==> src/rtl/xcr_regs.vh <==
// constants for the error-control, header-log, serial-number and
// host controller capability register bank
// assumes byte offsets, dword aligned accesses on both access ports
`ifndef XCR_REGS_VH
`define XCR_REGS_VH

// extended configuration space offsets
`define XCR_OFF_ERR_CTL 12'h118
`define XCR_OFF_HDR_LOG0 12'h11c
`define XCR_OFF_HDR_LOG1 12'h120
`define XCR_OFF_HDR_LOG2 12'h124
`define XCR_OFF_HDR_LOG3 12'h128
`define XCR_OFF_SER_CAP 12'h150
`define XCR_OFF_SER_LOW 12'h154
`define XCR_OFF_SER_HIGH 12'h158

// error control fields
`define XCR_ERR_CTL_RESET 32'h0000_0050
`define XCR_BIT_CHECK_ON 8
`define XCR_BIT_CHECK_ABILITY 7
`define XCR_BIT_GENERATE_ON 6
`define XCR_BIT_GENERATE_ABILITY 5
`define XCR_FIRST_ERR_MSB 4

// serial number capability
`define XCR_SER_CAP_ID 16'h0003
`define XCR_SER_NEXT_PTR 12'h000
`define XCR_SER_VERSION 4'h1
`define XCR_SER_ZERO_BYTE 8'h00

// memory space layout, offsets within the base address window
`define XCR_MEM_WIN_BITS 16
`define XCR_CAP_LAST 16'h001f
`define XCR_OP_FIRST 16'h0020
`define XCR_OP_LAST 16'h049f
`define XCR_RT_FIRST 16'h04a0
`define XCR_RT_LAST 16'h05bf
`define XCR_DB_FIRST 16'h05c0
`define XCR_DB_LAST 16'h06c3
`define XCR_XC_FIRST 16'h09c0
`define XCR_XC_LAST 16'h09eb

// region codes
`define XCR_RGN_CAP 3'h0
`define XCR_RGN_OP 3'h1
`define XCR_RGN_RT 3'h2
`define XCR_RGN_DB 3'h3
`define XCR_RGN_XC 3'h4
`define XCR_RGN_RESERVED_BITS 3'h5

// capability register offsets and values
`define XCR_OFF_CAPLEN_VER 16'h0000
`define XCR_OFF_STRUCT1 16'h0004
`define XCR_OFF_STRUCT2 16'h0008
`define XCR_OFF_STRUCT3 16'h000c
`define XCR_OFF_CAP_PARAMS 16'h0010
`define XCR_OFF_DB_OFFSET 16'h0014
`define XCR_OFF_RT_OFFSET 16'h0018
`define XCR_CAP_LENGTH 16'h0020
`define XCR_IF_VERSION 16'h0096
`define XCR_STRUCT1 32'h0800_0840
`define XCR_STRUCT2 32'h0c00_00f1
`define XCR_STRUCT3 32'h07ff_00a0

`endif

==> src/rtl/xcr_bank.v <==
// register bank: advanced error control, header log, serial number
// capability in extended configuration space, plus the host controller
// memory window decode and its capability registers.
// assumes the config and memory request ports come from core logic on
// i_clk; the pcie and global reset pins are asynchronous to i_clk.
`timescale 1ns/1ps
`include "xcr_regs.vh"

module xcr_bank #(
  // company identifier placed in serial bits 63:40, value arbitrary
  parameter [23:0] COMPANY_ID = 24'h5a_a5_3c,
  // capability parameters word, value arbitrary
  parameter [31:0] CAP_PARAMS = 32'h0000_0000
) (
  input wire i_clk,
  input wire i_rst,
  input wire i_pcie_reset_n,
  input wire i_global_reset_in,
  // extended configuration space access
  input wire [11:0] i_cfg_addr,
  input wire i_cfg_rd,
  input wire i_cfg_wr,
  input wire [3:0] i_cfg_be,
  input wire [31:0] i_cfg_wdata,
  output reg o_cfg_ack,
  output reg o_cfg_hit,
  output reg [31:0] o_cfg_rdata,
  // memory space access
  input wire [63:0] i_bar_base,
  input wire [63:0] i_mem_addr,
  input wire i_mem_rd,
  input wire i_mem_wr,
  input wire [3:0] i_mem_be,
  input wire [31:0] i_mem_wdata,
  output reg o_mem_ack,
  output reg o_mem_fwd,
  output reg [2:0] o_mem_region,
  output reg [15:0] o_mem_offset,
  output reg [31:0] o_mem_rdata,
  // error reporting from the transaction layer
  input wire i_err_valid,
  input wire [4:0] i_err_index,
  input wire i_err_pending,
  input wire [127:0] i_err_header,
  // per-device unique serial low dword
  input wire [31:0] i_unit_serial_low,
  // enables steering the crc logic
  output wire o_crc_check_on,
  output wire o_crc_generate_on
);

  // byte swap: wire-order dword (earliest byte in msbs) to log order
  function [31:0] log_order;
    input [31:0] wire_dw;
    begin
      log_order = {wire_dw[7:0], wire_dw[15:8], wire_dw[23:16], wire_dw[31:24]};
    end
  endfunction

  // true when off lies within [first, last]
  function in_range;
    input [15:0] off;
    input [15:0] first;
    input [15:0] last;
    begin
      in_range = (off >= first) && (off <= last);
    end
  endfunction

  // reset pins synchronised before use
  reg pcie_meta_reg;
  reg pcie_sync_reg;
  reg global_reset_in_meta_reg;
  reg global_reset_in_sync_reg;
  wire bank_clear;

  always @(posedge i_clk)
  begin
    if (i_rst)
    begin
      pcie_meta_reg <= 1'b1;
      pcie_sync_reg <= 1'b1;
      global_reset_in_meta_reg <= 1'b1;
      global_reset_in_sync_reg <= 1'b1;
    end
    else
    begin
      pcie_meta_reg <= ~i_pcie_reset_n;
      pcie_sync_reg <= pcie_meta_reg;
      global_reset_in_meta_reg <= i_global_reset_in;
      global_reset_in_sync_reg <= global_reset_in_meta_reg;
    end
  end

  assign bank_clear = i_rst | pcie_sync_reg | global_reset_in_sync_reg;

  // error control and header log state
  reg crc_check_on_reg;
  reg crc_generate_on_reg;
  reg [4:0] first_err_reg;
  reg [31:0] hdr_log_reg [0:3];
  wire err_ctl_wr;
  wire [31:0] err_ctl_word;
  integer i;

  assign err_ctl_wr = i_cfg_wr && (i_cfg_addr == `XCR_OFF_ERR_CTL);

  always @(posedge i_clk)
  begin
    if (bank_clear)
    begin
      crc_check_on_reg <= 1'b0;
      crc_generate_on_reg <= 1'b0;
      first_err_reg <= 5'h00;
    end
    else
    begin
      // only the two enables take writes; the rest is ignored
      if (err_ctl_wr && i_cfg_be[1])
        crc_check_on_reg <= i_cfg_wdata[`XCR_BIT_CHECK_ON];
      if (err_ctl_wr && i_cfg_be[0])
        crc_generate_on_reg <= i_cfg_wdata[`XCR_BIT_GENERATE_ON];
      // pointer loads only when no earlier error is still pending
      if (i_err_valid && !i_err_pending)
        first_err_reg <= i_err_index;
    end
  end

  always @(posedge i_clk)
  begin
    if (bank_clear)
    begin
      for (i = 0; i < 4; i = i + 1)
        hdr_log_reg[i] <= 32'h0000_0000;
    end
    else if (i_err_valid)
    begin
      // every new error overwrites the log
      hdr_log_reg[0] <= log_order(i_err_header[127:96]);
      hdr_log_reg[1] <= log_order(i_err_header[95:64]);
      hdr_log_reg[2] <= log_order(i_err_header[63:32]);
      hdr_log_reg[3] <= log_order(i_err_header[31:0]);
    end
  end

  assign o_crc_check_on = crc_check_on_reg;
  assign o_crc_generate_on = crc_generate_on_reg;

  // error control read value, reserved bits 31:9 read zero
  assign err_ctl_word = {23'h000000, crc_check_on_reg, 1'b1, crc_generate_on_reg, 1'b1,
                         first_err_reg};

  // configuration read mux
  reg [31:0] cfg_rd_next;
  reg cfg_hit_next;

  always @*
  begin
    cfg_rd_next = 32'h0000_0000;
    cfg_hit_next = 1'b1;
    case (i_cfg_addr)
      `XCR_OFF_ERR_CTL: cfg_rd_next = err_ctl_word;
      `XCR_OFF_HDR_LOG0: cfg_rd_next = hdr_log_reg[0];
      `XCR_OFF_HDR_LOG1: cfg_rd_next = hdr_log_reg[1];
      `XCR_OFF_HDR_LOG2: cfg_rd_next = hdr_log_reg[2];
      `XCR_OFF_HDR_LOG3: cfg_rd_next = hdr_log_reg[3];
      `XCR_OFF_SER_CAP: cfg_rd_next = {`XCR_SER_NEXT_PTR, `XCR_SER_VERSION,
                                       `XCR_SER_CAP_ID};
      `XCR_OFF_SER_LOW: cfg_rd_next = i_unit_serial_low;
      `XCR_OFF_SER_HIGH: cfg_rd_next = {COMPANY_ID, `XCR_SER_ZERO_BYTE};
      default: cfg_hit_next = 1'b0;
    endcase
  end

  always @(posedge i_clk)
  begin
    if (i_rst)
    begin
      o_cfg_ack <= 1'b0;
      o_cfg_hit <= 1'b0;
      o_cfg_rdata <= 32'h0000_0000;
    end
    else
    begin
      o_cfg_ack <= i_cfg_rd | i_cfg_wr;
      o_cfg_hit <= (i_cfg_rd | i_cfg_wr) & cfg_hit_next;
      o_cfg_rdata <= i_cfg_rd ? cfg_rd_next : 32'h0000_0000;
    end
  end

  // memory window decode
  wire mem_req;
  wire mem_in_win;
  wire [15:0] mem_off;
  reg [2:0] rgn_next;
  reg [31:0] cap_rd_next;

  assign mem_req = i_mem_rd | i_mem_wr;
  // window follows the programmed base address
  assign mem_in_win = (i_mem_addr[63:`XCR_MEM_WIN_BITS] == i_bar_base[63:`XCR_MEM_WIN_BITS]);
  assign mem_off = {i_mem_addr[15:2], 2'b00};

  always @*
  begin
    if (mem_off <= `XCR_CAP_LAST)
      rgn_next = `XCR_RGN_CAP;
    else if (in_range(mem_off, `XCR_OP_FIRST, `XCR_OP_LAST))
      rgn_next = `XCR_RGN_OP;
    else if (in_range(mem_off, `XCR_RT_FIRST, `XCR_RT_LAST))
      rgn_next = `XCR_RGN_RT;
    else if (in_range(mem_off, `XCR_DB_FIRST, `XCR_DB_LAST))
      rgn_next = `XCR_RGN_DB;
    else if (in_range(mem_off, `XCR_XC_FIRST, `XCR_XC_LAST))
      rgn_next = `XCR_RGN_XC;
    else
      rgn_next = `XCR_RGN_RESERVED_BITS;
  end

  // capability registers are constants; writes land nowhere
  always @*
  begin
    case (mem_off)
      `XCR_OFF_CAPLEN_VER: cap_rd_next = {`XCR_IF_VERSION, `XCR_CAP_LENGTH};
      `XCR_OFF_STRUCT1: cap_rd_next = `XCR_STRUCT1;
      `XCR_OFF_STRUCT2: cap_rd_next = `XCR_STRUCT2;
      `XCR_OFF_STRUCT3: cap_rd_next = `XCR_STRUCT3;
      `XCR_OFF_CAP_PARAMS: cap_rd_next = CAP_PARAMS;
      `XCR_OFF_DB_OFFSET: cap_rd_next = {16'h0000, `XCR_DB_FIRST};
      `XCR_OFF_RT_OFFSET: cap_rd_next = {16'h0000, `XCR_RT_FIRST};
      default: cap_rd_next = 32'h0000_0000;
    endcase
  end

  always @(posedge i_clk)
  begin
    if (i_rst)
    begin
      o_mem_ack <= 1'b0;
      o_mem_fwd <= 1'b0;
      o_mem_region <= `XCR_RGN_RESERVED_BITS;
      o_mem_offset <= 16'h0000;
      o_mem_rdata <= 32'h0000_0000;
    end
    else
    begin
      o_mem_region <= rgn_next;
      o_mem_offset <= mem_off;
      // capability and reserved space answered here, others forwarded
      o_mem_ack <= mem_req && mem_in_win &&
                   (rgn_next == `XCR_RGN_CAP || rgn_next == `XCR_RGN_RESERVED_BITS);
      o_mem_fwd <= mem_req && mem_in_win &&
                   !(rgn_next == `XCR_RGN_CAP || rgn_next == `XCR_RGN_RESERVED_BITS);
      if (i_mem_rd && mem_in_win && rgn_next == `XCR_RGN_CAP)
        o_mem_rdata <= cap_rd_next;
      else
        o_mem_rdata <= 32'h0000_0000;
    end
  end

endmodule // xcr_bank

==> config.mk <==
export PLATFORM = sky130hd
export DESIGN_NAME = xcr_bank
export DESIGN_NICKNAME = d
export VERILOG_FILES = /design/src/rtl/xcr_bank.v
export VERILOG_INCLUDE_DIRS = /design/src /design/src/rtl
export SDC_FILE = /design/constraint.sdc
export NUM_CORES = 1
export LEC_CHECK = 0
export BUFFER_PORTS_ARGS = -buffer_cell sky130_fd_sc_hd__buf_2
export CORE_AREA = 2 2 185 187
export CTS_CLUSTER_DIAMETER = 60
export DETAILED_ROUTE_END_ITERATION = 12
export DIE_AREA = 0 0 187 189
export PLACE_DENSITY_LB_ADDON = 0.05
export SLEW_MARGIN = 10
export SYNTH_ARGS = -nofsm -noshare
export SYNTH_HDL_FRONTEND = slang
export SYNTH_SLANG_ARGS = --single-unit
==> constraint.sdc <==
create_clock -name i_clk -period 5.1 [get_ports i_clk]
set_input_delay 0.765 -clock i_clk [delete_from_list [all_inputs] [get_ports i_clk]]
set_output_delay 0.765 -clock i_clk [all_outputs]
set_load 0.03 [all_outputs]
* After elaboration in Yosys (flattened, before gate mapping)
Memory sizes are Yosys's and may differ from the RTL's.
Cells that the tools add are included.
** Cells by class
- Reduce and logical (&&, ||, !) cells :: 21
- Muxes and demuxes :: 17
- Order comparisons :: 9
- Equality and inequality tests :: 15
- Bitwise operators :: 12
** Operator list (number)
- $pmux W32 S8 :: 1
- $pmux W28 S6 :: 1
- $mux W32 :: 4
- $eq A12 B9 Y1 const B :: 8
- $eq A48 B48 Y1 :: 1
- $le A16 B11 Y1 const B :: 3
- $ge A16 B11 Y1 const B :: 2
- $eq A14 B2 Y1 const B :: 2
- $eq A14 B3 Y1 const B :: 2
- $ge A16 B12 Y1 const B :: 1
- $ge A16 B6 Y1 const B :: 1
- $le A16 B12 Y1 const B :: 1
- $le A16 B5 Y1 const B :: 1
- $logic_not A16 Y1 :: 1
- $eq A14 B1 Y1 const B :: 1
- $logic_and A1 B1 Y1 :: 13
- $mux W3 :: 4
- $or A1 B1 Y1 :: 8
- $reduce_or A8 Y1 :: 1
- $mux W1 :: 7
- $reduce_or A2 Y1 :: 2
- $eq A3 B3 Y1 const B :: 1
- $logic_not A3 Y1 :: 1
- $not A1 Y1 :: 3
- other kinds (3) :: 4
** Word-level totals
- Bits in registers :: 98
- Memory bits (writable) :: 128
- Memories :: 1
- Output and inout bits :: 89
** Memory list
- hdr_log_reg :: words 4, width 32, read ports 4, clocked after Yosys merged registers in 0, wr ports 4, line xcr_bank.v:101 : reg [31:0] hdr_log_reg [0:3];

* Depth between registers and ports, before layout
- Depth in word-level cells :: 11
- Gate-level depth with buffers :: 8
- Depth with buffers taken out :: 5

* Least setup slack after synthesis
Ideal clock, no wire load.
- Path kind :: input-to-reg
- Start :: in i_rst
- End :: mem hdr_log_reg[0][0] (enable)
- Data arrival time :: 4216 ps
- Buffers on the path :: 1
- Library setup time :: 509 ps
- Cell stages on the path :: 3
- Path slack :: 375 ps
- Required time :: 4591 ps
- Cell sequence :: or3_1 -> clkbuf_1 -> nand2b_1
** RTL lines
- start, declared :: line xcr_bank.v:16 : input wire i_rst,
- end, declared :: line xcr_bank.v:101

* Final worst setup path
- Start :: in i_cfg_addr[2]
- End :: reg o_cfg_rdata[17]
** Between the ends
- Longest elaborated chain between the ends :: 2
- Elaborated cells on any way between the ends :: 9
** RTL lines
- start, declared :: line xcr_bank.v:20 : input wire [11:0] i_cfg_addr,
- $eq A12 B9 Y1 :: line xcr_bank.v:161 : case (i_cfg_addr)
- $pmux W32 S8 (*) :: line xcr_bank.v:161
- end signal, assigned :: line xcr_bank.v:187 : o_cfg_rdata <= i_cfg_rd ? cfg_rd_next : 32'h0000_0000;
- end, declared :: line xcr_bank.v:27 : output reg [31:0] o_cfg_rdata,
Every way passes the cells marked *; elsewhere a longest branch is shown, timed or not.
A chain may end at the register's enable or synchronous reset.

==> impl_metrics.py <==
metrics = {
    "clock_network": {
        "hold_buffers": 0,
        "cts.sinks": 203,
        "cts_root_buf": "clkbuf_16",
        "cts_tree": "done",
        "cts_setup_buffers": 0,
        "clk_pin_slew_worst_paths_ns": 0.06,
        "clk_latency_ns": 0.53,
        "clock_path_buffers": 3,
        "htreeDepth": 1,
        "cts_buffers": 26,
        "cts_resized": 0,
    },
    "sta": {
        "rsz0062_at_grt": "false",
        "min_period_over_period": 0.586,
        "max_slew_margin": 0.368,
        "fmax_ghz": 0.334,
        "skew_ns": 0.0107,
        "fin_ws_ns": 2.11,
        "fin_crit_ns": 2.99,
        "hold_viol_final": 0,
        "hold_ws_ns": 0.404,
        "worstMarginPinSlew_ns": 0.945,
        "tns_ns": 0,
        "slew_violations": 0,
        "setup_viol": 0,
    },
    "floorplan": {
        "rows": 67,
        "chipWidth_um": 187,
        "initial_core_util": 0.272,
        "fp.dieH_um": 189,
        "ios": 476,
        "die-area_um2": 35300,
        "core_area_um2": 33300,
    },
    "synth": {
        "synth.distinct_cells": 56,
        "synth_edf_count": 128,
        "yosys.area_share.simple": 0.175,
        "ys.warnings.count": 0,
        "synth_top_family_by_area": "simple AND/OR/NAND/NOR gates",
        "syn_inst": 735,
        "syn_area_um2": 9040,
        "ys.flop_type": "edfxtp_1",
        "yosysSeqAreaShare": 0.591,
        "synth_async_sr_flop_share": 0,
        "muxShareOfSynthArea": 0.0302,
        "synthXorXnorAreaFrac": 0.0484,
        "synth-compound-area-share": 0.111,
        "yosys.area_share.adder": 0,
        "ys_seq_elements": 203,
        "avgSynthCellArea_um2": 12.3,
    },
    "setup_path": {
        "critPathTopFamily": "buffers and inverters",
        "worstPathArrival_ns": 3.39,
        "critPathBufInv": 2,
        "crit_path_max_fanout": 31,
        "cpPeakStageDelay_ns": 0.76,
        "reg2regPathDepth": 4,
        "worstPathRequired_ns": 5.50,
        "cp_num_cells": 7,
        "crit_type": "in -> reg",
        "timing.critical_path.to_type": "flop",
        "crit_chain": "buf_2 -> nand2_1 -> and3_1 -> o2111ai_1 -> or3b_2 -> buf_4 -> a21oi_2",
        "worst_setup_path_start_kind": "input port",
        "cp_slowest_cell": "or3b_2",
    },
    "drt": {
        "routed.top_layer": "met5",
        "vias_per_cell": 4.41,
        "wirelength_met1_um": 14600,
        "wl_met2_um": 12900,
        "route.detailed.drc": 0,
        "drtAntennaViolNets": 0,
        "vias": 6888,
        "dr.pass1.iters": 5,
        "routedWlPerCell_um": 19.5,
        "met3RoutedLength_um": 2390,
        "first_iter_violations": 428,
        "wirelength_um": 30500,
    },
    "place": {
        "portBuffers": 375,
        "pre_cts_ws_ns": 1.52,
        "place_area_um2": 11200,
        "gp_congestion": 0.783,
        "hpwl_um": 23000,
    },
    "final_layout": {
        "layout_common_cells": "buf_2 (375), and2_1 (131), edfxtp_1 (128)",
        "multi_input_area_um2": 3380,
        "fin_nets": 1479,
        "drive_above_1_share": 0.426,
        "fillers": 3445,
        "register_area_um2": 5350,
        "final_common_cell": "buf_2",
        "largest_register_ff_count": 128,
        "synthToLayoutAreaGrowth_pct": 34.0,
        "fin_area_um2": 12100,
    },
    "grt": {
        "globalRouteOverflowTotal": 0,
        "grt_max_degree": 64,
        "track_usage": 0.169,
        "first_global_vias": 6916,
        "grt_antenna_before_repair": 8,
        "grt_pass1_wl_um": 44700,
    },
    "worst_hold_path": {
        "hold_path.class": "reg -> reg",
        "min_delay_path_depth": 1,
    },
    "power_and_ir_drop": {
        "power.leakage_nw": 5.21,
        "ir_drop_v": 0.000216,
        "power_w": 0.00384,
        "p_per_area_nw_per_um2": 317,
    },
    "flow_run": {
        "max-cap-violations": 0,
    },
    "run_status": {
        "status": "completed",
    },
}
-- through the flow --
stage | std cells | util
after floorplan | 748 | -
after global placement | 1512 | 0.338
after detailed placement | 1512 | 0.338
after CTS | 1560 | 0.364
after global routing | 1562 | 0.364
final | 1563 | 0.364
-- cells in the mapped netlist, types with 3 or more instances --
master | instances | share of area
nor2_1 | 22 | 0.0091
mux2i_1 | 25 | 0.028
clkbuf_1 | 30 | 0.012
nand4_1 | 13 | 0.0090
o21ai_0 | 7 | 0.0039
a22oi_1 | 32 | 0.027
a2bb2oi_1 | 13 | 0.013
edfxtp_1 | 128 | 0.43
and2_1 | 131 | 0.091
a21oi_2 | 30 | 0.029
nor4_2 | 3 | 0.0042
xnor2_1 | 47 | 0.046
nor4_1 | 4 | 0.0028
nor3b_1 | 3 | 0.0025
or2_2 | 3 | 0.0021
nand2_1 | 18 | 0.0075
buf_2 | 10 | 0.0055
or3_1 | 3 | 0.0021
buf_4 | 25 | 0.021
nor2b_1 | 17 | 0.012
nor3_1 | 14 | 0.0077
xor2_1 | 3 | 0.0029
a22o_1 | 11 | 0.011
a221oi_1 | 15 | 0.015
dfxtp_1 | 75 | 0.17
buf_6 | 3 | 0.0037
nand2b_1 | 4 | 0.0028
a21oi_1 | 4 | 0.0022
nand3_1 | 6 | 0.0033
a31oi_1 | 3 | 0.0021
-- routing by layer --
| metal | vias to the layer above | track usage |
|---|---|---|
| li1 | 3354 | - |
| met1 | 3213 | 0.243 |
| met2 | 268 | 0.247 |
| met3 | 43 | 0.0519 |
| met4 | 10 | 0.0363 |
| met5 | - | 0 |
-- final timing paths --
path | slack, ns | startpoint | endpoint
worst max register to register | 2.68 | pcie_sync_reg | hdr_log_reg[0][27]
worst min register to register | 0.40 | global_reset_in_meta_reg | global_reset_in_sync_reg
worst max-delay path | 2.11 | i_cfg_addr[2] | o_cfg_rdata[17]
worst min-delay path | 0.40 | global_reset_in_meta_reg | global_reset_in_sync_reg
-- layout make-up --
class | instances | share of cell area
Inverter | 1 | 0.000310
Clock inverter | 13 | 0.0104
Sequential cell | 203 | 0.441
Multi-Input combinational cell | 475 | 0.279
Antenna cell | 3 | 0.000619
Tap cell | 448 | 0.0463
Clock buffer | 35 | 0.0607
Timing Repair Buffer | 385 | 0.162
-- cells by family after synthesis --
logic type / Yosys count
xor+xnor: 50
other cells: 1
buf+inv: 70
simple gates: 259
mux: 27
compound gates: 125
flops: 203
-- worst reg2reg max path, cell delays in order (launching register included) --
cell,delay [ns]
dfxtp_1,0.30
or3_1,0.55
nor2_4,0.62
buf_4,0.56
and2_1,0.25
-- report_power, final --
part           internal, W  total, W  switching [W]
Clock              0.00111   0.00184       0.000728
Sequential         0.00174   0.00174     0.00000275
Combinational     0.000131  0.000254       0.000123
Total              0.00298   0.00384       0.000854
Note: power is estimated with default switching activity, not from simulation.
